==> config.mk <==
export PLATFORM = sky130hd
export DESIGN_NAME = acs_sequencer
export DESIGN_NICKNAME = d
export VERILOG_FILES = /design/src/verilog/acs_pkg.sv /design/src/verilog/acs_sar_engine.sv /design/src/verilog/acs_sequencer.sv /design/src/verilog/acs_trig_sel.sv
export SDC_FILE = /design/constraint.sdc
export NUM_CORES = 1
export LEC_CHECK = 0
export ABC_AREA = 1
export BUFFER_PORTS_ARGS = -buffer_cell sky130_fd_sc_hd__buf_2
export CORE_MARGIN = 2
export CORE_UTILIZATION = 50
export CTS_CLUSTER_DIAMETER = 50
export DETAILED_ROUTE_END_ITERATION = 10
export GPL_ROUTABILITY_DRIVEN = 0
export PLACE_DENSITY_LB_ADDON = 0.25
export SETUP_SLACK_MARGIN = 0.1
export SYNTH_ARGS = -nofsm -noshare
export SYNTH_HDL_FRONTEND = slang
export SYNTH_HIERARCHICAL = 1
export SYNTH_SLANG_ARGS = --single-unit
export TNS_END_PERCENT = 100
==> constraint.sdc <==
create_clock -name MCLK -period 7.2 [get_ports MCLK]
set_clock_uncertainty 0.15 [all_clocks]
set_input_delay 1.8 -clock MCLK [delete_from_list [all_inputs] [get_ports MCLK]]
set_output_delay 1.8 -clock MCLK [all_outputs]
set_load 0.02 [all_outputs]
==> src/verilog/acs_pkg.sv <==
// Shared constants for the conversion sequencer
`default_nettype none
package acs_pkg;
    // Register byte offsets on the bus
    localparam logic [7:0] OFS_CTRL0 = 8'h00;
    localparam logic [7:0] OFS_CTRL1 = 8'h04;
    localparam logic [7:0] OFS_RES_HI = 8'h08;
    localparam logic [7:0] OFS_RES_LO = 8'h0C;
    localparam logic [7:0] OFS_TRIG = 8'h10;
    localparam logic [7:0] OFS_STAT = 8'h14;
    localparam logic [7:0] OFS_INTEN = 8'h18;
    // Field positions
    localparam int CTRL0_EN_BIT = 0;
    localparam int CTRL0_GO_BIT = 1;
    localparam int CTRL0_CH_LSB = 2;
    localparam int CTRL1_FMT_BIT = 7;
    localparam int CTRL1_CS_LSB = 4;
    localparam int STAT_FLAG_BIT = 0;
    localparam int STAT_BUSY_BIT = 1;
    localparam int STAT_OFF_BIT = 2;
    // Reset values
    localparam logic [7:0] CTRL0_RST = 8'h00;
    localparam logic [7:0] CTRL1_RST = 8'h00;
    localparam logic [7:0] TRIG_RST = 8'h00;
    // Result and code sizes
    localparam int RES_W = 10;
    localparam int CH_W = 6;
    localparam logic [2:0] CS_RC = 3'h7;
    localparam logic [7:0] TRIG_LAST = 8'h12;
    localparam int TRIG_N = 18;
    // Channel code boundaries
    localparam logic [5:0] CH_A_LAST = 6'h05;
    localparam logic [5:0] CH_B_FIRST = 6'h0C;
    localparam logic [5:0] CH_F_LAST = 6'h2F;
    localparam logic [5:0] CH_GND = 6'h3B;
    // Timing
    localparam int CLK_PERIOD_PS = 4000;
    localparam int INSTR_NS = 16;
    localparam int RC_TAD_NS = 1000;
    localparam int INSTR_CYC = (INSTR_NS * 1000 + CLK_PERIOD_PS - 1) / CLK_PERIOD_PS;
    localparam int RC_TAD_CYC = (RC_TAD_NS * 1000 + CLK_PERIOD_PS - 1) / CLK_PERIOD_PS;
    // Sequencer states, Gray along idle-delay-convert-off
    typedef enum logic [1:0] {
        ST_IDLE = 2'b00,
        ST_DELAY = 2'b01,
        ST_CONV = 2'b11,
        ST_OFF = 2'b10
    } acs_state_e;

    // Unresolved bits copy the last resolved one
    function automatic logic [RES_W-1:0] fill_partial(input logic [RES_W-1:0] code,
                                                      input logic [3:0] idx);
        logic [RES_W-1:0] r;
        logic last;
        r = code;
        last = (idx == 4'(RES_W - 1)) ? 1'b0 : code[idx + 4'h1];
        for (int i = 0; i < RES_W; i++) begin
            if (4'(i) <= idx) begin
                r[i] = last;
            end
        end
        return r;
    endfunction : fill_partial

    function automatic logic ch_valid(input logic [5:0] ch);
        return (ch <= CH_A_LAST) || (ch >= CH_B_FIRST && ch <= CH_F_LAST) || (ch >= CH_GND);
    endfunction : ch_valid
endpackage : acs_pkg
`default_nettype wire

==> src/verilog/acs_sar_engine.sv <==
// Successive approximation bit engine
`default_nettype none
module acs_sar_engine (
    input wire logic clk,
    input wire logic rst_n,
    input wire logic tick,
    input wire logic start,
    input wire logic stop,
    input wire logic kill,
    input wire logic comp_in,
    output logic busy,
    output logic [acs_pkg::RES_W-1:0] trial,
    output logic [acs_pkg::RES_W-1:0] result,
    output logic done,
    output logic stopped
);
    logic [3:0] idx_ff;
    logic [acs_pkg::RES_W-1:0] code_ff;
    logic [acs_pkg::RES_W-1:0] result_ff;
    logic busy_ff;
    logic done_ff;
    logic stopped_ff;
    logic [acs_pkg::RES_W-1:0] resolved;

    always_comb begin
        resolved = code_ff;
        resolved[idx_ff] = comp_in;
    end

    always_ff @(posedge clk or negedge rst_n) begin
        if (!rst_n) begin
            busy_ff <= 1'b0;
            idx_ff <= 4'h0;
            code_ff <= '0;
            result_ff <= '0;
            done_ff <= 1'b0;
            stopped_ff <= 1'b0;
        end else begin
            done_ff <= 1'b0;
            stopped_ff <= 1'b0;
            if (kill) begin
                busy_ff <= 1'b0;
            end else if (start) begin
                busy_ff <= 1'b1;
                idx_ff <= 4'(acs_pkg::RES_W - 1);
                code_ff <= acs_pkg::RES_W'(1) << (acs_pkg::RES_W - 1);
            end else if (busy_ff && stop) begin
                result_ff <= acs_pkg::fill_partial(code_ff, idx_ff);
                stopped_ff <= 1'b1;
                busy_ff <= 1'b0;
            end else if (busy_ff && tick) begin
                if (idx_ff == 4'h0) begin
                    result_ff <= resolved;
                    done_ff <= 1'b1;
                    busy_ff <= 1'b0;
                    code_ff <= resolved;
                end else begin
                    idx_ff <= idx_ff - 4'h1;
                    code_ff <= resolved | (acs_pkg::RES_W'(1) << (idx_ff - 4'h1));
                end
            end
        end
    end

    assign busy = busy_ff;
    assign trial = code_ff;
    assign result = result_ff;
    assign done = done_ff;
    assign stopped = stopped_ff;
endmodule : acs_sar_engine
`default_nettype wire

==> src/verilog/acs_sequencer.sv <==
// Converter control sequencer with AHB-Lite register slave
// Summary of operation
// Converter stays off until software sets the enable bit.
// Writing 1 to start bit 1 of control 0 starts a conversion.
// Software enables the converter in an earlier write than the start.
// Completion clears start bit, sets done flag, loads result registers.
// Clearing start bit mid-conversion stops it and loads partial result.
// Unresolved bits of a partial result copy the last resolved bit.
// Reset returns all registers to defaults, converter off, conversion ended.
// RC conversion clock adds one instruction cycle before conversion starts.
// Sleep, RC clock, interrupt enabled: completion wakes the device.
// Sleep, RC clock, interrupt disabled: converter powers off after completion.
// Sleep with non-RC clock aborts conversion, powers off, enable stays set.
// Rising edge of selected trigger sets the start bit.
// Trigger code 0 disables; code 1 takes the routed trigger pin.
// Codes 2-11 select timers, captures, PWMs and oscillator in order.
// Codes 12-18 select comparators, pin change flag and logic cells.
// Software never programs reserved trigger codes above 0x12.
// Software keeps trigger spacing within converter timing needs.
// Channel field bits 7..2 route port A to F pins.
// Top channel codes select ground, temperature, DAC and references.
// Start bit reads 1 while converting, 0 otherwise.
// Trigger source is synchronised and its rising edge gives one pulse.
//
// The placing of the registers and register access over AHB-Lite are this design's own decisions.
`default_nettype none
module acs_sequencer (
    input wire logic MCLK,
    input wire logic RESETN,
    input wire logic HSEL,
    input wire logic [31:0] HADDR,
    input wire logic [1:0] HTRANS,
    input wire logic HWRITE,
    input wire logic [2:0] HSIZE,
    input wire logic [31:0] HWDATA,
    input wire logic HREADY,
    output logic [31:0] HRDATA,
    output logic HREADYOUT,
    output logic HRESP,
    input wire logic [acs_pkg::TRIG_N-1:0] TRIG_SOURCES,
    input wire logic SLEEP,
    input wire logic COMP_IN,
    output logic [9:0] DAC_CODE,
    output logic [5:0] CHANNEL_SELECT,
    output logic CHANNEL_VALID,
    output logic CONV_POWER,
    output logic CONVERSION_DONE_FLAG,
    output logic WAKE_REQ
);
    logic rst_s1_ff;
    logic rst_n;
    logic rst_s2_ff;
    logic [7:0] ctrl0_ff;
    logic [7:0] ctrl1_ff;
    logic [7:0] trig_ff;
    logic inten_ff;
    logic flag_ff;
    logic [acs_pkg::RES_W-1:0] res_ff;
    logic [31:0] hrdata_ff;
    logic wr_pend_ff;
    logic [7:0] wr_addr_ff;
    logic [7:0] rd_addr;
    logic [31:0] rd_word;
    acs_pkg::acs_state_e state_ff;
    acs_pkg::acs_state_e nxt_state;
    logic [9:0] delay_ff;
    logic [9:0] tad_ff;
    logic wake_ff;
    logic [5:0] chan_ff;
    logic chan_ok_ff;
    logic power_ff;
    logic addr_phase;
    logic wr0;
    logic [7:0] wdata8;
    logic en_now;
    logic rc_sel;
    logic trig_pulse;
    logic start_req;
    logic eng_start;
    logic eng_stop;
    logic eng_kill;
    logic eng_busy;
    logic eng_done;
    logic eng_stopped;
    logic tick;
    logic [acs_pkg::RES_W-1:0] eng_result;
    logic [9:0] eng_trial;
    logic [9:0] tad_load;

    // Reset release through two flops
    always_ff @(posedge MCLK or negedge RESETN) begin
        if (!RESETN) begin
            rst_s1_ff <= 1'b0;
            rst_s2_ff <= 1'b0;
        end else begin
            rst_s1_ff <= 1'b1;
            rst_s2_ff <= rst_s1_ff;
        end
    end
    assign rst_n = rst_s2_ff;

    // Bus address phase and write decode
    assign addr_phase = HSEL & HTRANS[1] & HREADY;
    assign rd_addr = HADDR[7:0];
    assign wdata8 = HWDATA[7:0];
    assign wr0 = wr_pend_ff && (wr_addr_ff == acs_pkg::OFS_CTRL0);
    assign en_now = wr0 ? wdata8[acs_pkg::CTRL0_EN_BIT] : ctrl0_ff[acs_pkg::CTRL0_EN_BIT];
    assign rc_sel = ctrl1_ff[acs_pkg::CTRL1_CS_LSB +: 3] == acs_pkg::CS_RC;

    always_ff @(posedge MCLK or negedge rst_n) begin
        if (!rst_n) begin
            wr_pend_ff <= 1'b0;
            wr_addr_ff <= 8'h00;
        end else begin
            wr_pend_ff <= addr_phase & HWRITE;
            if (addr_phase) begin
                wr_addr_ff <= rd_addr;
            end
        end
    end

    // Read data is launched at the address phase edge: zero wait states
    always_comb begin
        rd_word = 32'h0000_0000;
        case (rd_addr)
            acs_pkg::OFS_CTRL0: rd_word[7:0] = ctrl0_ff;
            acs_pkg::OFS_CTRL1: rd_word[7:0] = ctrl1_ff;
            acs_pkg::OFS_RES_HI: rd_word[7:0] = ctrl1_ff[acs_pkg::CTRL1_FMT_BIT] ?
                8'(res_ff[9:2]) : {6'h00, res_ff[9:8]};
            acs_pkg::OFS_RES_LO: rd_word[7:0] = ctrl1_ff[acs_pkg::CTRL1_FMT_BIT] ?
                {res_ff[1:0], 6'h00} : res_ff[7:0];
            acs_pkg::OFS_TRIG: rd_word[7:0] = trig_ff;
            acs_pkg::OFS_STAT: begin
                rd_word[acs_pkg::STAT_FLAG_BIT] = flag_ff;
                rd_word[acs_pkg::STAT_BUSY_BIT] = (state_ff == acs_pkg::ST_CONV);
                rd_word[acs_pkg::STAT_OFF_BIT] = (state_ff == acs_pkg::ST_OFF);
            end
            acs_pkg::OFS_INTEN: rd_word[0] = inten_ff;
            default: rd_word = 32'h0000_0000;
        endcase
    end

    always_ff @(posedge MCLK or negedge rst_n) begin
        if (!rst_n) begin
            hrdata_ff <= 32'h0000_0000;
        end else if (addr_phase && !HWRITE) begin
            hrdata_ff <= rd_word;
        end
    end

    // Trigger selection and edge detection
    acs_trig_sel u_trig (
        .clk(MCLK),
        .rst_n(rst_n),
        .sel(trig_ff),
        .src(TRIG_SOURCES),
        .pulse(trig_pulse)
    );

    // A start only counts when the converter was already enabled before this write
    assign start_req = (state_ff == acs_pkg::ST_IDLE) &&
        ctrl0_ff[acs_pkg::CTRL0_EN_BIT] && en_now &&
        ((wr0 && wdata8[acs_pkg::CTRL0_GO_BIT]) || trig_pulse);

    // Sequencer
    always_comb begin
        nxt_state = state_ff;
        eng_start = 1'b0;
        eng_stop = 1'b0;
        eng_kill = 1'b0;
        case (state_ff)
            acs_pkg::ST_IDLE: begin
                if (start_req) begin
                    nxt_state = rc_sel ? acs_pkg::ST_DELAY : acs_pkg::ST_CONV;
                    eng_start = !rc_sel;
                end
            end
            acs_pkg::ST_DELAY: begin
                if (!en_now || (wr0 && !wdata8[acs_pkg::CTRL0_GO_BIT])) begin
                    nxt_state = acs_pkg::ST_IDLE;
                end else if (delay_ff == 10'h000) begin
                    nxt_state = acs_pkg::ST_CONV;
                    eng_start = 1'b1;
                end
            end
            acs_pkg::ST_CONV: begin
                if (!en_now) begin
                    nxt_state = acs_pkg::ST_IDLE;
                    eng_kill = 1'b1;
                end else if (SLEEP && !rc_sel) begin
                    nxt_state = acs_pkg::ST_OFF;
                    eng_kill = 1'b1;
                end else if (eng_done) begin
                    nxt_state = (SLEEP && !inten_ff) ? acs_pkg::ST_OFF
                        : acs_pkg::ST_IDLE;
                end else if (wr0 && !wdata8[acs_pkg::CTRL0_GO_BIT]) begin
                    nxt_state = acs_pkg::ST_IDLE;
                    eng_stop = 1'b1;
                end
            end
            acs_pkg::ST_OFF: begin
                if (!SLEEP || !en_now) begin
                    nxt_state = acs_pkg::ST_IDLE;
                end
            end
            default: nxt_state = acs_pkg::ST_IDLE;
        endcase
    end

    always_ff @(posedge MCLK or negedge rst_n) begin
        if (!rst_n) begin
            state_ff <= acs_pkg::ST_IDLE;
        end else begin
            state_ff <= nxt_state;
        end
    end

    // Extra instruction before an RC-clocked conversion
    always_ff @(posedge MCLK or negedge rst_n) begin
        if (!rst_n) begin
            delay_ff <= 10'h000;
        end else if (state_ff == acs_pkg::ST_IDLE) begin
            delay_ff <= 10'(acs_pkg::INSTR_CYC - 1);
        end else if (delay_ff != 10'h000) begin
            delay_ff <= delay_ff - 10'h001;
        end
    end

    // Conversion clock enable: system clock divided, or the RC period
    assign tad_load = rc_sel ? 10'(acs_pkg::RC_TAD_CYC - 1)
        : 10'((2 << ctrl1_ff[acs_pkg::CTRL1_CS_LSB +: 3]) - 1);
    assign tick = (tad_ff == 10'h000);

    always_ff @(posedge MCLK or negedge rst_n) begin
        if (!rst_n) begin
            tad_ff <= 10'h000;
        end else if (eng_start || tick) begin
            tad_ff <= tad_load;
        end else begin
            tad_ff <= tad_ff - 10'h001;
        end
    end

    acs_sar_engine u_sar (
        .clk(MCLK),
        .rst_n(rst_n),
        .tick(tick && !eng_start),
        .start(eng_start),
        .stop(eng_stop),
        .kill(eng_kill),
        .comp_in(COMP_IN),
        .busy(eng_busy),
        .trial(eng_trial),
        .result(eng_result),
        .done(eng_done),
        .stopped(eng_stopped)
    );

    // Control 0: start bit is set in the delay and convert states
    always_ff @(posedge MCLK or negedge rst_n) begin
        if (!rst_n) begin
            ctrl0_ff <= acs_pkg::CTRL0_RST;
        end else begin
            if (wr0) begin
                ctrl0_ff[7:acs_pkg::CTRL0_CH_LSB] <= wdata8[7:acs_pkg::CTRL0_CH_LSB];
                ctrl0_ff[acs_pkg::CTRL0_EN_BIT] <= wdata8[acs_pkg::CTRL0_EN_BIT];
            end
            ctrl0_ff[acs_pkg::CTRL0_GO_BIT] <= (nxt_state == acs_pkg::ST_DELAY) ||
                (nxt_state == acs_pkg::ST_CONV);
        end
    end

    always_ff @(posedge MCLK or negedge rst_n) begin
        if (!rst_n) begin
            ctrl1_ff <= acs_pkg::CTRL1_RST;
            trig_ff <= acs_pkg::TRIG_RST;
            inten_ff <= 1'b0;
        end else if (wr_pend_ff) begin
            if (wr_addr_ff == acs_pkg::OFS_CTRL1) begin
                ctrl1_ff <= wdata8 & 8'hF0;
            end
            if (wr_addr_ff == acs_pkg::OFS_TRIG) begin
                trig_ff <= wdata8;
            end
            if (wr_addr_ff == acs_pkg::OFS_INTEN) begin
                inten_ff <= wdata8[0];
            end
        end
    end

    // Results and done flag; hardware set wins over a write-one clear
    always_ff @(posedge MCLK or negedge rst_n) begin
        if (!rst_n) begin
            res_ff <= '0;
        end else if (eng_done || eng_stopped) begin
            res_ff <= eng_result;
        end
    end

    always_ff @(posedge MCLK or negedge rst_n) begin
        if (!rst_n) begin
            flag_ff <= 1'b0;
        end else if (eng_done && state_ff == acs_pkg::ST_CONV) begin
            flag_ff <= 1'b1;
        end else if (wr_pend_ff && wr_addr_ff == acs_pkg::OFS_STAT &&
                     wdata8[acs_pkg::STAT_FLAG_BIT]) begin
            flag_ff <= 1'b0;
        end
    end

    // Wake, channel routing and analog power
    always_ff @(posedge MCLK or negedge rst_n) begin
        if (!rst_n) begin
            wake_ff <= 1'b0;
            chan_ff <= 6'h00;
            chan_ok_ff <= 1'b0;
            power_ff <= 1'b0;
        end else begin
            wake_ff <= eng_done && state_ff == acs_pkg::ST_CONV && SLEEP && rc_sel &&
                inten_ff;
            chan_ff <= ctrl0_ff[7:acs_pkg::CTRL0_CH_LSB];
            chan_ok_ff <= acs_pkg::ch_valid(ctrl0_ff[7:acs_pkg::CTRL0_CH_LSB]);
            power_ff <= en_now && nxt_state != acs_pkg::ST_OFF;
        end
    end

    assign HRDATA = hrdata_ff;
    assign HREADYOUT = rst_n;
    assign HRESP = 1'b0;
    assign DAC_CODE = eng_trial;
    assign CHANNEL_SELECT = chan_ff;
    assign CHANNEL_VALID = chan_ok_ff;
    assign CONV_POWER = power_ff;
    assign CONVERSION_DONE_FLAG = flag_ff;
    assign WAKE_REQ = wake_ff;
endmodule : acs_sequencer
`default_nettype wire

==> src/verilog/acs_trig_sel.sv <==
// Trigger source selection, synchroniser and rising edge detector
`default_nettype none
module acs_trig_sel (
    input wire logic clk,
    input wire logic rst_n,
    input wire logic [7:0] sel,
    input wire logic [acs_pkg::TRIG_N-1:0] src,
    output logic pulse
);
    logic chosen;
    logic sync1_ff;
    logic sync2_ff;
    logic prev_ff;

    // Codes 1..18 pick a source; 0 and reserved codes give no trigger
    always_comb begin
        chosen = 1'b0;
        if (sel != 8'h00 && sel <= acs_pkg::TRIG_LAST) begin
            chosen = src[5'(sel - 8'h01)];
        end
    end

    always_ff @(posedge clk or negedge rst_n) begin
        if (!rst_n) begin
            sync1_ff <= 1'b0;
            sync2_ff <= 1'b0;
            prev_ff <= 1'b0;
        end else begin
            sync1_ff <= chosen;
            sync2_ff <= sync1_ff;
            prev_ff <= sync2_ff;
        end
    end

    assign pulse = sync2_ff & ~prev_ff;
endmodule : acs_trig_sel
`default_nettype wire
* Word-level counts from Yosys, hierarchy flattened *
Index checks and enable logic that the tools add are counted.

storage, ports and cells
  flip-flop bits (word level) = 112
  bits of input ports = 94
  output and inout port bits = 54
  logic and storage cells = 220

cells by class
  add/sub/neg operators = 6
  order comparisons = 19
  eq/ne operators = 20
  shift-type cells = 2
  multiplexer cells = 78
  bitwise operators = 8
  reduce and logical (&&, ||, !) cells = 59

operators by type and width
  cell                                                           count
  2-to-1 mux 10 bit                                              11
  == test 8 x 5 -> 1 bit, second input constant                  6
  2-to-1 mux 1 bit                                               42
  one-hot mux 5 bit (5 select lines)                             1
  logical AND 1 bit                                              22
  zero test 10 bit                                               2
  2-to-1 mux 2 bit                                               10
  subtractor 10 x 1 -> 10 bit, second input constant             2
  == test 8 x 3 -> 1 bit, second input constant                  2
  == test 8 x 4 -> 1 bit, second input constant                  2
  less-or-equal comparator 3 x 4 -> 1 bit, first input constant  4
  zero test 8 bit                                                2
  2-to-1 mux 4 bit                                               4
  2-to-1 mux 8 bit                                               2
  bitwise mux 10 bit                                             1
  < comparator 4 x 5 -> 1 bit, second input constant             2
  OR 10 bit                                                      1
  one-hot mux 2 bit (5 select lines)                             1
  nonzero test 10 bit                                            1
  nonzero test 2 bit                                             5
  left shift 1 x 4 -> 10 bit, first input constant               1
  left shift 2 x 3 -> 10 bit, first input constant               1
  subtractor 10 x 2 -> 10 bit, second input constant             1
  less-or-equal comparator 1 x 4 -> 1 bit, first input constant  2
  other kinds (34)                                               64

* Logic depth before layout (Yosys ltp) *
  word-level depth = 14
  gate-level depth with buffers = 16
  gate-level depth less buffers = 16

* Cells and area by module *
Netlist, hierarchy kept.

by module, submodules not included
  module          times used  cells each  area an instance (µm²)  sequential area each (µm²)
  acs_sequencer   1           524         4282.9                  2052.0
  acs_sar_engine  1           260         1866.8                  675.6
  acs_trig_sel    1           77          464.2                   75.1

* Worst setup path before layout *
OpenSTA, ideal clock, no wires.

  path type = reg-to-output
  from = register rst_s2_ff, in the netlist HREADYOUT
  to = output port HREADYOUT
  arrival time = 2.786 ns
  data required time = 5.250 ns
  setup slack = 2.464 ns
  cell stages (with the launch flop) = 1
  path buffers = 0
  cell sequence = dfrtp_1

RTL lines
  item                    RTL line             source
  start, declared         acs_sequencer.sv:52  logic rst_s2_ff;
  start signal, assigned  acs_sequencer.sv:97  rst_s2_ff <= rst_s1_ff;
  end, declared           acs_sequencer.sv:38  output logic HREADYOUT,

No word-level cell between the ends.

* Final worst setup path *
  from = input port HWDATA[0]
  to = register u_sar.code_ff (netlist bit u_sar/trial[8])

between the ends
  word-level cells in the longest chain between the ends = 10
  elaborated cells between the ends (all ways) = 21
  classes of those cells = eq/ne: 1; mux: 9; bitwise: 1; reduce/logical: 10

RTL lines
  item                                                          RTL line                                    source
  start, declared                                               acs_sequencer.sv:35                         input wire logic [31:0] HWDATA,
  2-to-1 mux 1 bit *                                            n/a
  zero test 1 bit / logical AND 1 bit (equally long branches)   acs_sequencer.sv:179, acs_sequencer.sv:162
  logical OR 1 bit / logical AND 1 bit (equally long branches)  acs_sequencer.sv:179, acs_sequencer.sv:162
  2-to-1 mux 1 bit, on equally long branches                    acs_sequencer.sv:179, acs_sequencer.sv:173
  one-hot mux 1 bit (2 select lines) *                          acs_sequencer.sv:171                        case (state_ff)
  named net eng_start                                           acs_sequencer.sv:79                         logic eng_start;
  zero test 1 bit                                               acs_sequencer.sv:247                        .tick(tick && !eng_start),
  logical AND 1 bit                                             acs_sequencer.sv:247
  logical AND 1 bit                                             acs_sar_engine.sv:51                        end else if (busy_ff && tick) begin
  nonzero test 2 bit (no source line)                           n/a
  AND reduction 3 bit (no source line)                          n/a
  end signal, assigned                                          acs_sar_engine.sv:46                        code_ff <= acs_pkg::RES_W'(1) << (acs_pkg::RES_W - 1);
  end signal, assigned                                          acs_sar_engine.sv:56                        code_ff <= resolved;
  end signal, assigned                                          acs_sar_engine.sv:59                        code_ff <= resolved | (acs_pkg::RES_W'(1) << (idx_ff - 4'h1));
  end, declared                                                 acs_sar_engine.sv:18                        logic [acs_pkg::RES_W-1:0] code_ff;

The timed path passes the listed nets; every way through them passes the cells marked *.
A chain may end at the register's enable or synchronous reset.

==> metrics <==
Hold Fails Final Rpt 0; max_cap viols 0; Max VDD drop ~210 uV; Worst Setup SP HWDATA[0]; Residual DRC 0; # hold bufs at CTS 0; pwr dens 288.3 mW/mm2; RR Endpoint u_sar/trial[8]$_DFFE_PN0P_; leakage 3.787 nW; CTS buffer count 9; Antenna Nets Post-Route 0; placed instance area 0.006983 mm2; Mapped Avg Cell Area 7.682 um2; area of the die 0.01416 mm2; area share of the largest cell type after synthesis 42.38%; CP Capture Point u_sar/trial[8]$_DFFE_PN0P_; Tcrit/Tclk final 54.88%; fin nets 1034; vias in the first global route 5121; Worst Path Arrival between 4 and 5 ns; WS Path Type primary input to flip-flop; clk_lat worst skew 0.36 ns; Crit Path Max Fanout 9; setup TNS 0 ns; fraction of layout cells with a size suffix above 1 16.09%; io pins 148; asr flop ratio synth 100.0%; drt pass-1 iters 5; PostCTS Resize Cnt 0; final count of negative-setup-slack endpoints 0; clk root buf clkbuf_16; Startpoint Class primary input; overall routing resource usage 21.38%; routed vias/inst 5.053; Synth-to-Final Area Change 9.837%; initial core utilization 50.55%; row cnt 42; RSZ-0062 raised after global routing no; status finished clean; pre-CTS setup slack 2.990 ns; R2R setup slack 3.96 ns; largest net degree at the start of global routing 85; flops & latches, synth 112; Post-Syn Area 0.006614 mm2; area leader, netlist dfrtp_1; Crit path required time 7.31 ns; global-route wire length before repair 24510 um; FF-to-FF path depth 14; delay-heaviest family, CP simple AND/OR/NAND/NOR gates; final slew viol count 0; Ys Warns 6; Core ar. 0.01309 mm2; fin crit period 3.952 ns; Placed Cells between 1000 and 1500; drt initial violations approximately 290; most frequent cells in the layout nand2_1 (189), inv_1 (113), dfrtp_1 (111); Synth Flop Type dfrtp_1; Post-Syn Instances 861; GRT overflow 0; design area a little over 0.007 mm2; sequential share of the synthesized area 42.38%; ant diodes 0; clk slew on worst S/H paths 0.07 ns; Hold WC Path Type flip-flop to async pin; CTS tree done; FILL cells around 1200; Die H 119.0 um; non-filler cells in the finished layout between 1000 and 1500; critical path, cell by cell buf_2, inv_1, nand3_1, nand2_1, inv_1, nand3_2, nand2_4, nor3_1, nand4_1, nor2_1, inv_1, o22ai_1; maximum clock frequency approximately 250 MHz; via count 5599; placed wire-length estimate 10970 um; Hold WS 0.08211 ns; die width 119.0 um; top post-synthesis cells by area dfrtp_1 (42%), nand2_1 (11%), inv_1 (6.4%); H-Tree Depth 3; Worst Setup Slack, final 3.248 ns; initial antenna violation count 0; clock tree buffer depth 2; commonest non-fill, non-tap cell in the layout nand2_1; CP Capture Type flip-flop; Avg WL per Cell 13.04 um; critical path's slowest cell nor2_1; Least-Margin Pin Slew 1.009 ns; Clock Sinks roughly 110; r2r startpoint tad_ff[0]$_DFF_PN0_; drt total wl between 10000 and 15000 um; post-synthesis cell type count 49; Post-synth EDFFs 0; cell mode on critical path inv_1; critical path depth 12; postcts setup bufs 0; WP buf/inv 4; I/O Buffers 70; slowest cell delay on critical path 0.53 ns; worst rel slew slack 32.74%
==> metal layers <==
| layer | routed length (um) | global-route usage, % |
|---|---|---|
| met1 | 6802 | 30.00 |
| met5 | 0 | 0 |
| met3 | 721 | 3.879 |
| met2 | 6677 | 33.76 |
| met4 | 250 | 6.622 |
==> layout make-up <==
class / instances / area (um2) / area share [%]
flip-flops and latches: 112 / 2806 / 38.63
well taps: 176 / 220.2 / 3.031
repair buffers: 71 / 357.8 / 4.926
inverters: 121 / 459.2 / 6.321
clock buffers: 11 / 242.7 / 3.341
clock inverters: 5 / 38.79 / 0.5339
multi-input cells: 612 / 3139 / 43.21
==> Yosys cell counts, drive strengths merged (7+ instances only) <==
cell,n
xor2,7
nand3,61
inv,119
ha,13
o22ai,9
mux2,8
nor2,104
o21ai,61
nand2,210
a21oi,56
a31oi,12
buf,35
dfrtp,112
nor3,18
==> flip-flops by register name, summed over array words and instances (netlist names), 2 cells and up <==
register / flops
delay_ff: 10
res_ff: 10
tad_ff: 10
u_sar/result: 10
u_sar/trial: 10
HRDATA: 8
ctrl0_ff: 8
trig_ff: 8
wr_addr_ff: 8
CHANNEL_SELECT: 6
ctrl1_ff: 4
u_sar/idx_ff: 4
state_ff: 2
==> kinds of logic (layout without fill, tap and decap cells) <==
group / count (synthesis) / in the layout / share of synthesized area (%)
simple gates: 404 / 404 / 27.98
xor+xnor: 10 / 10 / 1.438
mux: 8 / 8 / 1.362
compound gates: 151 / 151 / 12.75
buf+inv: 161 / 208 / 11.52
other cells: 2 / 26 / 0.1135
fa+ha+maj: 13 / 13 / 2.459
flops: 112 / 112 / 42.38
==> power by group <==
| part | total (mW) | switching, mW | internal [mW] |
|---|---|---|---|
| logic | 0.734 | 0.478 | 0.256 |
| registers | 0.880 | 0.136 | 0.744 |
| clock network | 0.481 | 0.234 | 0.247 |
==> worst min path at each step <==
stage	to	slack, ns	depth (start not counted)
3_5_place_dp	u_sar/trial[2]$_DFFE_PN0P_	0.11	0
3_3_place_gp	delay_ff[3]$_DFFE_PN0P_	0.11	0
6_report	delay_ff[2]$_DFFE_PN0P_	0.08	0
4_1_cts	delay_ff[2]$_DFFE_PN0P_	0.11	0
5_1_grt	delay_ff[2]$_DFFE_PN0P_	0.12	0
2_1_floorplan	HREADYOUT$_DFF_PN0_	0.18	0
==> per-stage QoR <==
| step | power (mW) | utilization [%] |
|---|---|---|
| after global placement | 1.608 | 53.37 |
| after floorplan | 1.434 | - |
| after CTS | 2.102 | 55.52 |
| after global routing | 2.241 | 55.52 |
| final | 2.094 | 55.52 |
| after detailed placement | 1.614 | 53.37 |
==> worst reg2reg max path, delay by kind of cell, from the launching register on <==
| family | cells | cell delay, ns |
|---|---|---|
| buf+inv | 3 | 0.46 |
| simple gates | 9 | 1.72 |
| flops | 1 | 0.39 |
| fa+ha+maj | 1 | 0.20 |
| compound gates | 1 | 0.23 |
No activity file was read; power rests on OpenSTA's default activity.
